<file path="config.mk">
export PLATFORM = sky130hd
export DESIGN_NAME = dmfe_top
export DESIGN_NICKNAME = d
export VERILOG_FILES = /design/src/pkg/dmfe_pkg.sv /design/src/dmfe_buf.sv /design/src/dmfe_gain.sv /design/src/dmfe_top.sv
export SDC_FILE = /design/constraint.sdc
export NUM_CORES = 2
export LEC_CHECK = 0
export ABC_CLOCK_PERIOD_IN_PS = 16400
export BUFFER_PORTS_ARGS = -buffer_cell sky130_fd_sc_hd__buf_4
export CAP_MARGIN = 15
export CORE_MARGIN = 1
export CORE_UTILIZATION = 45
export DETAILED_ROUTE_END_ITERATION = 12
export PLACE_DENSITY = 0.66
export SYNTH_ARGS = -nofsm -noshare
export SYNTH_HDL_FRONTEND = slang
export SYNTH_HIERARCHICAL = 1
export SYNTH_SLANG_ARGS = --single-unit
</file>
<file path="constraint.sdc">
create_clock -name clk_sys -period 16.4 [get_ports clk_sys]
set_input_delay 1.64 -clock clk_sys [delete_from_list [all_inputs] [get_ports clk_sys]]
set_output_delay 1.64 -clock clk_sys [all_outputs]
set_load 0.1 [all_outputs]
</file>
<file path="src/pkg/dmfe_pkg.sv">
`default_nettype none
package dmfe_pkg;
	// clocking of the phase clock that we drive to the microphones
	localparam int unsigned SYS_CLK_HZ = 25_000_000;
	localparam int unsigned MIC_CLK_HZ = 2_500_000;
	localparam int unsigned HALF_CYC = SYS_CLK_HZ / (2 * MIC_CLK_HZ);
	localparam int unsigned SYNC_LAT = 2;
	localparam int unsigned MID_CYC = HALF_CYC / 2;
	localparam int unsigned PICK_CYC = MID_CYC + SYNC_LAT;
	// oversampling and sample format
	localparam int unsigned OSR_HI = 128;
	localparam int unsigned OSR_LO = 64;
	localparam int unsigned SAMPLE_W = 24;
	localparam int unsigned HALF_HI = OSR_HI / 2;
	localparam int unsigned HALF_LO = OSR_LO / 2;
	localparam int unsigned SH_HI = SAMPLE_W - 1 - $clog2(HALF_HI);
	localparam int unsigned SH_LO = SAMPLE_W - 1 - $clog2(HALF_LO);
	localparam int unsigned MANT_FRAC = 15;
	localparam int unsigned STEP_BITS = 4;
	// apb map: byte address is four times the index
	localparam int unsigned ADDR_W = 12;
	localparam int unsigned IDX_W = ADDR_W - 2;
	localparam logic [IDX_W-1:0] IDX_CONV_ENA = 10'h012;
	localparam logic [IDX_W-1:0] IDX_VOL_L = 10'h024;
	localparam logic [IDX_W-1:0] IDX_VOL_R = 10'h025;
	localparam logic [IDX_W-1:0] IDX_SRC_SEL = 10'h0A4;
	localparam logic [IDX_W-1:0] IDX_CFG = 10'h0A6;
	localparam logic [IDX_W-1:0] IDX_STAT = 10'h0A7;
	// field positions
	localparam int unsigned BIT_RIGHT_ON = 0;
	localparam int unsigned BIT_LEFT_ON = 1;
	localparam int unsigned BIT_VU = 8;
	localparam int unsigned BIT_SRC = 9;
	localparam int unsigned BIT_OSR64 = 0;
	localparam int unsigned BIT_CLK_ON = 1;
	localparam int unsigned BIT_OVR = 0;
	localparam int unsigned BIT_PEND = 1;
	localparam int unsigned VOL_W = 8;
	// volume codes
	localparam logic [VOL_W-1:0] VOL_RESET = 8'hC0;
	localparam logic [VOL_W-1:0] VOL_MUTE = 8'h00;
	localparam logic [VOL_W-1:0] VOL_TOP = 8'hEF;

	typedef struct packed {
		logic signed [SAMPLE_W-1:0] left;
		logic signed [SAMPLE_W-1:0] right;
	} dmfe_pair_t;

	typedef struct packed {
		logic [VOL_W-1:0] left;
		logic [VOL_W-1:0] right;
	} dmfe_gain_t;
endpackage
`default_nettype wire

</file>
<file path="src/dmfe_buf.sv">
`timescale 1ns/1ps
`default_nettype none
module dmfe_buf #(
	parameter int unsigned W = 48,
	parameter int unsigned DEPTH = 2
) (
	// system
	input wire logic clk_sys,
	input wire logic reset_n,
	// fill side
	input wire logic in_valid,
	input wire logic [W-1:0] in_data,
	output logic in_ready,
	// drain side
	output logic out_valid,
	output logic [W-1:0] out_data,
	input wire logic out_ready
);
	typedef struct packed {
		logic [DEPTH-1:0] vld;
		logic [DEPTH-1:0][W-1:0] mem;
	} dmfe_buf_st_t;

	dmfe_buf_st_t q, n;

	// head always sits in slot 0, so the outputs are plain flops
	assign out_valid = q.vld[0];
	assign out_data = q.mem[0];
	assign in_ready = !q.vld[DEPTH-1];

	// shift down on pop, then drop the new word in the first free slot
	always_comb begin
		logic placed;
		placed = 1'b0;
		n = q;
		if (q.vld[0] && out_ready) begin
			for (int i = 0; i < DEPTH - 1; i++) begin
				n.mem[i] = q.mem[i+1];
				n.vld[i] = q.vld[i+1];
			end
			n.vld[DEPTH-1] = 1'b0;
		end
		if (in_valid && in_ready) begin
			for (int i = 0; i < DEPTH; i++) begin
				if (!n.vld[i] && !placed) begin
					n.mem[i] = in_data;
					n.vld[i] = 1'b1;
					placed = 1'b1;
				end
			end
		end
	end

	always_ff @(posedge clk_sys or negedge reset_n) begin
		if (!reset_n) begin
			q <= '0;
		end else begin
			q <= n;
		end
	end
endmodule
`default_nettype wire

</file>
<file path="src/dmfe_gain.sv">
`timescale 1ns/1ps
`default_nettype none
module dmfe_gain (
	// system
	input wire logic clk_sys,
	input wire logic reset_n,
	// samples in, gains applied to them
	input wire logic in_valid,
	input wire dmfe_pkg::dmfe_pair_t in_pair,
	input wire dmfe_pkg::dmfe_gain_t gains,
	output logic in_ready,
	// scaled samples out
	output logic out_valid,
	output dmfe_pkg::dmfe_pair_t out_pair,
	input wire logic out_ready
);
	typedef struct packed {
		logic vld;
		dmfe_pkg::dmfe_pair_t pair;
	} dmfe_gain_st_t;

	dmfe_gain_st_t q, n;

	// 2^(k/16) in Q15; 16 steps of 0.375 dB make one 6 dB octave
	function automatic logic [15:0] mant(input logic [3:0] k);
		case (k)
			4'h0: mant = 16'h8000;
			4'h1: mant = 16'h85AB;
			4'h2: mant = 16'h8B96;
			4'h3: mant = 16'h91C4;
			4'h4: mant = 16'h9838;
			4'h5: mant = 16'h9EF5;
			4'h6: mant = 16'hA5FF;
			4'h7: mant = 16'hAD58;
			4'h8: mant = 16'hB505;
			4'h9: mant = 16'hBD09;
			4'hA: mant = 16'hC567;
			4'hB: mant = 16'hCE25;
			4'hC: mant = 16'hD745;
			4'hD: mant = 16'hE0CD;
			4'hE: mant = 16'hEAC1;
			default: mant = 16'hF525;
		endcase
	endfunction

	// code to gain: shift by whole octaves, mantissa for the rest
	function automatic logic signed [23:0] scale(
		input logic signed [23:0] s, input logic [7:0] code);
		logic [7:0] c;
		logic signed [9:0] e;
		logic signed [5:0] sh;
		logic signed [47:0] p;
		c = (code > dmfe_pkg::VOL_TOP) ? dmfe_pkg::VOL_TOP : code;
		e = signed'({2'h0, c}) - signed'({2'h0, dmfe_pkg::VOL_RESET});
		sh = e[9:dmfe_pkg::STEP_BITS];
		p = 48'(s);
		p = p * signed'(48'(mant(e[dmfe_pkg::STEP_BITS-1:0])));
		if (sh >= 0) begin
			p = p <<< sh;
		end else begin
			p = p >>> 6'(-sh);
		end
		p = p >>> dmfe_pkg::MANT_FRAC;
		if (p > 48'sh0000007FFFFF) begin
			p = 48'sh0000007FFFFF;
		end else if (p < -48'sh000000800000) begin
			p = -48'sh000000800000;
		end
		if (code == dmfe_pkg::VOL_MUTE) begin
			p = '0;
		end
		scale = p[23:0];
	endfunction

	assign in_ready = !q.vld || out_ready;
	assign out_valid = q.vld;
	assign out_pair = q.pair;

	// one pipeline stage; both channels share one gain snapshot
	always_comb begin
		n = q;
		if (in_ready) begin
			n.vld = in_valid;
			n.pair.left = scale(in_pair.left, gains.left);
			n.pair.right = scale(in_pair.right, gains.right);
		end
	end

	always_ff @(posedge clk_sys or negedge reset_n) begin
		if (!reset_n) begin
			q <= '0;
		end else begin
			q <= n;
		end
	end
endmodule
`default_nettype wire

</file>
<file path="src/dmfe_top.sv">
// The APB register port was left to the implementer.
`timescale 1ns/1ps
`default_nettype none
module dmfe_top (
	// system
	input wire logic clk_sys,
	input wire logic reset_n,
	// apb slave
	input wire logic [dmfe_pkg::ADDR_W-1:0] paddr,
	input wire logic psel,
	input wire logic penable,
	input wire logic pwrite,
	input wire logic [31:0] pwdata,
	output logic [31:0] prdata,
	output logic pready,
	output logic pslverr,
	// microphone link
	input wire logic mic_serial_in,
	output logic mic_phase_clock,
	// internal converters
	input wire logic conv_valid,
	input wire dmfe_pkg::dmfe_pair_t conv_pair,
	output logic left_conv_on,
	output logic right_conv_on,
	output logic conv_osr64,
	// record stream
	output wire logic rec_valid,
	output wire dmfe_pkg::dmfe_pair_t rec_pair,
	input wire logic rec_ready
);
	localparam int unsigned CNT_W = $clog2(dmfe_pkg::HALF_CYC);
	localparam int unsigned OSR_W = $clog2(dmfe_pkg::OSR_HI) + 1;
	localparam int unsigned IW = dmfe_pkg::IDX_W;

	typedef struct packed {
		logic [31:0] prdata;
		logic pready;
		logic pslverr;
		logic left_on;
		logic right_on;
		logic src_mic;
		logic osr64;
		logic clk_on;
		dmfe_pkg::dmfe_gain_t stored;
		dmfe_pkg::dmfe_gain_t active;
		logic pend;
		logic ovr;
		logic [1:0] sync;
		logic [CNT_W-1:0] div;
		logic phase;
		// set by the first high-phase bit after the clock starts
		logic armed;
		logic [OSR_W-1:0] ones_l;
		logic [OSR_W-1:0] ones_r;
		logic [OSR_W-1:0] nbits;
		logic smp_vld;
		dmfe_pkg::dmfe_pair_t smp;
	} dmfe_top_st_t;

	dmfe_top_st_t q, n;
	logic [IW-1:0] idx;
	logic mapped;
	logic [31:0] rd_word;
	logic wr_take;
	logic src_valid;
	dmfe_pkg::dmfe_pair_t src_pair;
	dmfe_pkg::dmfe_pair_t gated;
	logic g_ready;
	logic g_valid;
	dmfe_pkg::dmfe_pair_t g_pair;
	logic b_ready;
	logic boundary;
	logic [OSR_W-1:0] osr_now;

	// count of ones over one frame to a signed full-scale sample
	function automatic logic signed [23:0] to_pcm(
		input logic [OSR_W-1:0] ones, input logic lo);
		logic signed [24:0] v;
		v = signed'(25'(ones));
		if (lo) begin
			v = v - 25'sh0000000 - 25'(dmfe_pkg::HALF_LO);
			v = v <<< dmfe_pkg::SH_LO;
		end else begin
			v = v - 25'(dmfe_pkg::HALF_HI);
			v = v <<< dmfe_pkg::SH_HI;
		end
		// a frame of all ones would wrap to the negative end
		if (v > 25'sh07FFFFF) begin
			v = 25'sh07FFFFF;
		end
		to_pcm = v[23:0];
	endfunction

	assign prdata = q.prdata;
	assign pready = q.pready;
	assign pslverr = q.pslverr;
	assign mic_phase_clock = q.phase;
	assign left_conv_on = q.left_on;
	assign right_conv_on = q.right_on;
	assign conv_osr64 = q.osr64;

	// address decode; the low two address bits are ignored
	assign idx = paddr[dmfe_pkg::ADDR_W-1:2];
	assign mapped = (idx == dmfe_pkg::IDX_CONV_ENA) ||
		(idx == dmfe_pkg::IDX_VOL_L) || (idx == dmfe_pkg::IDX_VOL_R) ||
		(idx == dmfe_pkg::IDX_SRC_SEL) || (idx == dmfe_pkg::IDX_CFG) ||
		(idx == dmfe_pkg::IDX_STAT);
	// writes land only at the access edge, and never on an unmapped index
	assign wr_take = psel && penable && pwrite && q.pready && !q.pslverr;

	// read mux; the update bit is a strobe and always reads 0
	always_comb begin
		rd_word = '0;
		case (idx)
			dmfe_pkg::IDX_CONV_ENA: begin
				rd_word[dmfe_pkg::BIT_LEFT_ON] = q.left_on;
				rd_word[dmfe_pkg::BIT_RIGHT_ON] = q.right_on;
			end
			dmfe_pkg::IDX_VOL_L: begin
				rd_word[dmfe_pkg::VOL_W-1:0] = q.stored.left;
			end
			dmfe_pkg::IDX_VOL_R: begin
				rd_word[dmfe_pkg::VOL_W-1:0] = q.stored.right;
			end
			dmfe_pkg::IDX_SRC_SEL: begin
				rd_word[dmfe_pkg::BIT_SRC] = q.src_mic;
			end
			dmfe_pkg::IDX_CFG: begin
				rd_word[dmfe_pkg::BIT_OSR64] = q.osr64;
				rd_word[dmfe_pkg::BIT_CLK_ON] = q.clk_on;
			end
			dmfe_pkg::IDX_STAT: begin
				rd_word[dmfe_pkg::BIT_OVR] = q.ovr;
				rd_word[dmfe_pkg::BIT_PEND] = q.pend;
			end
			default: rd_word = '0;
		endcase
	end

	// source select, then channel gating by the converter enables
	assign src_valid = q.src_mic ? q.smp_vld : conv_valid;
	assign src_pair = q.src_mic ? q.smp : conv_pair;
	assign gated.left = q.left_on ? src_pair.left : '0;
	assign gated.right = q.right_on ? src_pair.right : '0;
	assign boundary = src_valid && g_ready;
	assign osr_now = q.osr64 ? OSR_W'(dmfe_pkg::OSR_LO) :
		OSR_W'(dmfe_pkg::OSR_HI);

	always_comb begin
		n = q;
		// first flop only feeds the second
		n.sync = {q.sync[0], mic_serial_in};
		n.smp_vld = 1'b0;

		// apb: answer is prepared in setup, so access has one cycle
		n.pready = 1'b0;
		n.pslverr = 1'b0;
		if (psel && !penable) begin
			n.pready = 1'b1;
			n.pslverr = !mapped;
			n.prdata = rd_word;
		end
		if (wr_take) begin
			case (idx)
				dmfe_pkg::IDX_CONV_ENA: begin
					n.left_on = pwdata[dmfe_pkg::BIT_LEFT_ON];
					n.right_on = pwdata[dmfe_pkg::BIT_RIGHT_ON];
				end
				dmfe_pkg::IDX_VOL_L: begin
					n.stored.left = pwdata[dmfe_pkg::VOL_W-1:0];
				end
				dmfe_pkg::IDX_VOL_R: begin
					n.stored.right = pwdata[dmfe_pkg::VOL_W-1:0];
				end
				dmfe_pkg::IDX_SRC_SEL: begin
					n.src_mic = pwdata[dmfe_pkg::BIT_SRC];
				end
				dmfe_pkg::IDX_CFG: begin
					n.osr64 = pwdata[dmfe_pkg::BIT_OSR64];
					n.clk_on = pwdata[dmfe_pkg::BIT_CLK_ON];
				end
				dmfe_pkg::IDX_STAT: begin
					if (pwdata[dmfe_pkg::BIT_OVR]) begin
						n.ovr = 1'b0;
					end
				end
				default: n.ovr = n.ovr;
			endcase
		end

		// pending update is taken at the next sample boundary
		if (q.pend && boundary) begin
			n.active = q.stored;
			n.pend = 1'b0;
		end
		if (wr_take && pwdata[dmfe_pkg::BIT_VU] &&
			(idx == dmfe_pkg::IDX_VOL_L || idx == dmfe_pkg::IDX_VOL_R)) begin
			n.pend = 1'b1;
		end

		// a stalled gain stage loses the sample; set wins over clear
		if (src_valid && !g_ready) begin
			n.ovr = 1'b1;
		end

		// phase clock divider and mid-phase data pick
		if (!q.clk_on) begin
			n.div = '0;
			n.phase = 1'b0;
			n.ones_l = '0;
			n.ones_r = '0;
			n.nbits = '0;
			n.armed = 1'b0;
		end else begin
			if (q.div == CNT_W'(dmfe_pkg::HALF_CYC - 1)) begin
				n.div = '0;
				n.phase = !q.phase;
			end else begin
				n.div = q.div + CNT_W'(1);
			end
			// sync delay is folded into the pick point
			if (q.div == CNT_W'(dmfe_pkg::PICK_CYC)) begin
				// a low bit ahead of the first high bit has no partner
				if (q.phase) begin
					n.ones_l = q.ones_l + OSR_W'(q.sync[1]);
					n.armed = 1'b1;
				end else if (q.armed) begin
					n.ones_r = q.ones_r + OSR_W'(q.sync[1]);
					n.nbits = q.nbits + OSR_W'(1);
					if (q.nbits + OSR_W'(1) == osr_now) begin
						n.smp_vld = 1'b1;
						n.smp.left = to_pcm(q.ones_l, q.osr64);
						n.smp.right = to_pcm(q.ones_r + OSR_W'(q.sync[1]),
							q.osr64);
						n.ones_l = '0;
						n.ones_r = '0;
						n.nbits = '0;
					end
				end
			end
		end
	end

	// reset puts 0 dB into both the stored and the applied codes
	always_ff @(posedge clk_sys or negedge reset_n) begin
		if (!reset_n) begin
			q <= '0;
			q.stored <= {dmfe_pkg::VOL_RESET, dmfe_pkg::VOL_RESET};
			q.active <= {dmfe_pkg::VOL_RESET, dmfe_pkg::VOL_RESET};
		end else begin
			q <= n;
		end
	end

	// same volume path for converter and microphone samples
	dmfe_gain u_gain (
		.clk_sys(clk_sys),
		.reset_n(reset_n),
		.in_valid(src_valid),
		.in_pair(gated),
		.gains(q.active),
		.in_ready(g_ready),
		.out_valid(g_valid),
		.out_pair(g_pair),
		.out_ready(b_ready)
	);

	// two words of slack so a brief receiver stall costs nothing
	dmfe_buf #(
		.W(2 * dmfe_pkg::SAMPLE_W),
		.DEPTH(2)
	) u_buf (
		.clk_sys(clk_sys),
		.reset_n(reset_n),
		.in_valid(g_valid),
		.in_data(g_pair),
		.in_ready(b_ready),
		.out_valid(rec_valid),
		.out_data(rec_pair),
		.out_ready(rec_ready)
	);
endmodule
`default_nettype wire

</file>
==> results_dict.tcl <==
set metrics [dict create \
    status "completed" \
    globalRoute.busiestLayer "met2" \
    crit_path_top_delay_cell "sky130_fd_sc_hd__ha_2" \
    timing.clock.skew_ns 0.01956 \
    cts-hold-fix-buffers 0 \
    first_iter_violations 3110 \
    cts-resized-gates 0 \
    ys_seq_area_share_pct 12.53 \
    grt_pass1_wl_um 219500 \
    io_buffers 139 \
    ys_types 107 \
    gr-usage-met2_pct 40.99 \
    initial_utilization_pct 45.59 \
    critical_path.top_delay_family "adder cells" \
    setup_viol 0 \
    die_area_sq_mm 0.1102 \
    avgViaCountPerCell 5.667 \
    synth_top_area_cell "sky130_fd_sc_hd__fa_1" \
    grt_use_met1_pct 33.67 \
    clock_slew_at_the_register_clock_pins_of_the_worst_setup_and_hold_paths_ns 0.06 \
    numClockSinks 245 \
    numPlacedInstances 6862 \
    fin_nets 6570 \
    drv_cap 0 \
    filler_cell_count 10378 \
    wl_per_cell_um 19.32 \
    synthDominantCellAreaShare_pct 30.80 \
    relative_area_change_from_synthesis_to_final_layout_pct 5.585 \
    start_kind "flop" \
    ff_latch_area_sq_mm 0.006145 \
    slew_violations 0 \
    clock_latency_ns 0.57 \
    grt_util_all_layers_pct 24.47 \
    cts_setup_buffers 0 \
    total_detailed_routing_wirelength_um 133700 \
    cellPowerDensity_mw_per_mm2 28.32 \
    syn-mean-instance-area_sq_um 8.704 \
    fin_tns_setup_ns 0 \
    path_depth 36 \
    worstRegToRegCells 36 \
    hold_slack_ns 0.3636 \
    dpl_hpwl_um 105300 \
    grt_antenna_before_repair 3 \
    cp.required_ns 16.88 \
    drc 0 \
    die_y_um 332.0 \
    critical_path_data_arrival_time_ns 13.42 \
    synth-main-ff-cell "sky130_fd_sc_hd__dfrtp_1" \
    finish.cell_count_without_fillers 6921 \
    drive_gt1_share_pct 11.55 \
    netlist_top_cells_area "sky130_fd_sc_hd__fa_1 31%, sky130_fd_sc_hd__dfrtp_1 12%, sky130_fd_sc_hd__inv_1 6.5%" \
    die_x_um 332.0 \
    final_hold_viol_count 0 \
    crit_path_max_fanout 52 \
    num_vias 39222 \
    yosys_warnings 6 \
    postSynthRegisterBits 245 \
    clock.fmax_ghz 0.07725 \
    number_of_enable_flip_flop_cells_after_synthesis 0 \
    synth_cells 5631 \
    grt_start_max_net_pins 100 \
    cts_tree "yes" \
    syn-cell-area_sq_mm 0.04901 \
    power_mw 1.466 \
    path_class "flop to flop" \
    gpl.final_weighted_congestion 0.9291 \
    clockRootBuffer "sky130_fd_sc_hd__clkbuf_16" \
    drt-pass1-iter-count 6 \
    layout_commonest_cell "sky130_fd_sc_hd__inv_1" \
    grt_remaining_overflow 0 \
    period_minus_slack_ns 12.94 \
    worst_ir_drop_vdd_v 0.00004939 \
    critical_path_buf_inv_count 9 \
    cts_buffer_depth 3 \
    sort_of_element_at_the_end_of_the_critical_path "flop" \
    async_flop_share_pct 100.0 \
    mostFrequentLayoutCells "846 x sky130_fd_sc_hd__inv_1, 816 x sky130_fd_sc_hd__nand2_1, 754 x sky130_fd_sc_hd__fa_1, 301 x sky130_fd_sc_hd__and2_1, 234 x sky130_fd_sc_hd__dfrtp_1" \
    cp_common_cell "sky130_fd_sc_hd__inv_1" \
    num_rows 120 \
    cts.htree.levels 1 \
    design.core.area_sq_mm 0.1075 \
    hold_path_depth 0 \
    power.leakage_nw 25.09 \
    grt_setup_unrepaired "no" \
    period_share_pct 78.93 \
    design.portCount 187 \
    max_stage_delay_ns 0.92 \
    slew_headroom_pct 16.79 \
    multiInputGateArea_sq_mm 0.03792 \
    detail-route-antenna-nets 0 \
    cts_made_buffers 30 \
    globalRouteMet3Util_pct 3.363 \
    grt_pass1_vias 40310 \
    max_slew.worst_pin.slew_ns 1.239 \
    worst_hold_path_type "flop to flop" \
]
[area by class of cell]
class                   count  share of cell area [%]
flip-flops and latches    245                   11.87
multi-input cells        4137                   73.28
clock buffers              34                   1.538
inverters                 851                   6.172
clock inverters            22                  0.3651
well taps                1403                   3.392
repair buffers            228                   3.375
diodes                      1                0.004835
[metal layers]
| metal | part of all wire (%) | routed length, um |
|---|---|---|
| met2 | 48 | 63890 |
| met3 | 6.0 | 8055 |
| met5 | 0.0090 | 12 |
| met1 | 44 | 59110 |
| met4 | 2.0 | 2670 |
[metrics by stage]
| step | area [sq um] | worst slack, ns | utilization (%) |
|---|---|---|---|
| 2_1_floorplan | 49100 | 6.668 | - |
| 3_3_place_gp | 50720 | 3.717 | 47.18 |
| 3_5_place_dp | 50720 | 3.601 | 47.18 |
| 4_1_cts | 51710 | 3.543 | 48.10 |
| 5_1_grt | 51750 | 2.724 | 48.14 |
| 6_report | 51750 | 3.456 | 48.14 |
[synth_stat cells (all sizes together) (17+ instances only)]
library cell    n
xor2           31
and3           37
a31oi          37
o31ai          25
ha            223
nor2          219
xnor2          61
a22o           20
nor2b          32
o21ai         171
mux2          228
nor3           62
clkbuf        255
inv           847
a22oi          37
o22ai          21
and2          305
nand3          54
a211oi         81
a221oi         19
dfrtp         237
a21oi         231
o211ai         89
nand2b         54
a21boi         48
mux2i         112
o21a           26
fa            754
buf           165
nand4          30
a21o           33
a311oi         17
nand2         818
[sequential cells by signal, indices dropped and copies added, names as in the netlist]
signal            flops
conv_osr64            1
u_gain/out_pair      48
u_buf/out_valid       1
pready                1
q                    82
u_buf/out_data       48
right_conv_on         1
mic_phase_clock       1
left_conv_on          1
n                     1
prdata                9
u_buf/q              49
u_gain/out_valid      1
pslverr               1
[power breakdown]
group / switching, mW / internal, mW
sequential: 0.00511 / 0.610
combinational: 0.141 / 0.0613
clock: 0.278 / 0.370
total: 0.425 / 1.04
[worst reg2reg max path, delay by kind of cell, from the launching register on]
kind,cells,cell delay (ns)
adders and majority gates,9,4.69
buffers and inverters,9,2.09
AOI/OAI and AO/OA,7,2.54
xor gates and xnor gates,1,0.70
DFF,1,0.66
and+or+nand+nor,10,2.17
[worst paths after layout]
| path | startpoint | slack, ns | to |
|---|---|---|---|
| setup / recovery | q[96] | 3.46 | u_gain/out_pair[33] |
| hold / removal | n[79] | 0.36 | q[79] |
| setup reg to reg | q[96] | 3.46 | u_gain/out_pair[33] |
| hold reg to reg | n[79] | 0.36 | q[79] |
| max in group asynchronous | reset_n | 13.06 | u_buf/out_data[11] |
| min in group asynchronous | reset_n | 1.12 | q[87] |
[logic make-up (layout without fill, tap and decap cells)]
family | after synthesis | count (layout) | share of synthesized area [%]
adders and majority gates | 977 | 977 | 36.49
xor gates and xnor gates | 92 | 92 | 1.713
buffers and inverters | 1271 | 1135 | 10.64
and+or+nand+nor | 1690 | 1690 | 16.27
muxes | 355 | 355 | 8.284
other | 1 | 24 | 0.007651
DFF | 245 | 245 | 12.53
AOI/OAI and AO/OA | 1000 | 1000 | 14.08
Power figures use the tool's default switching activity.
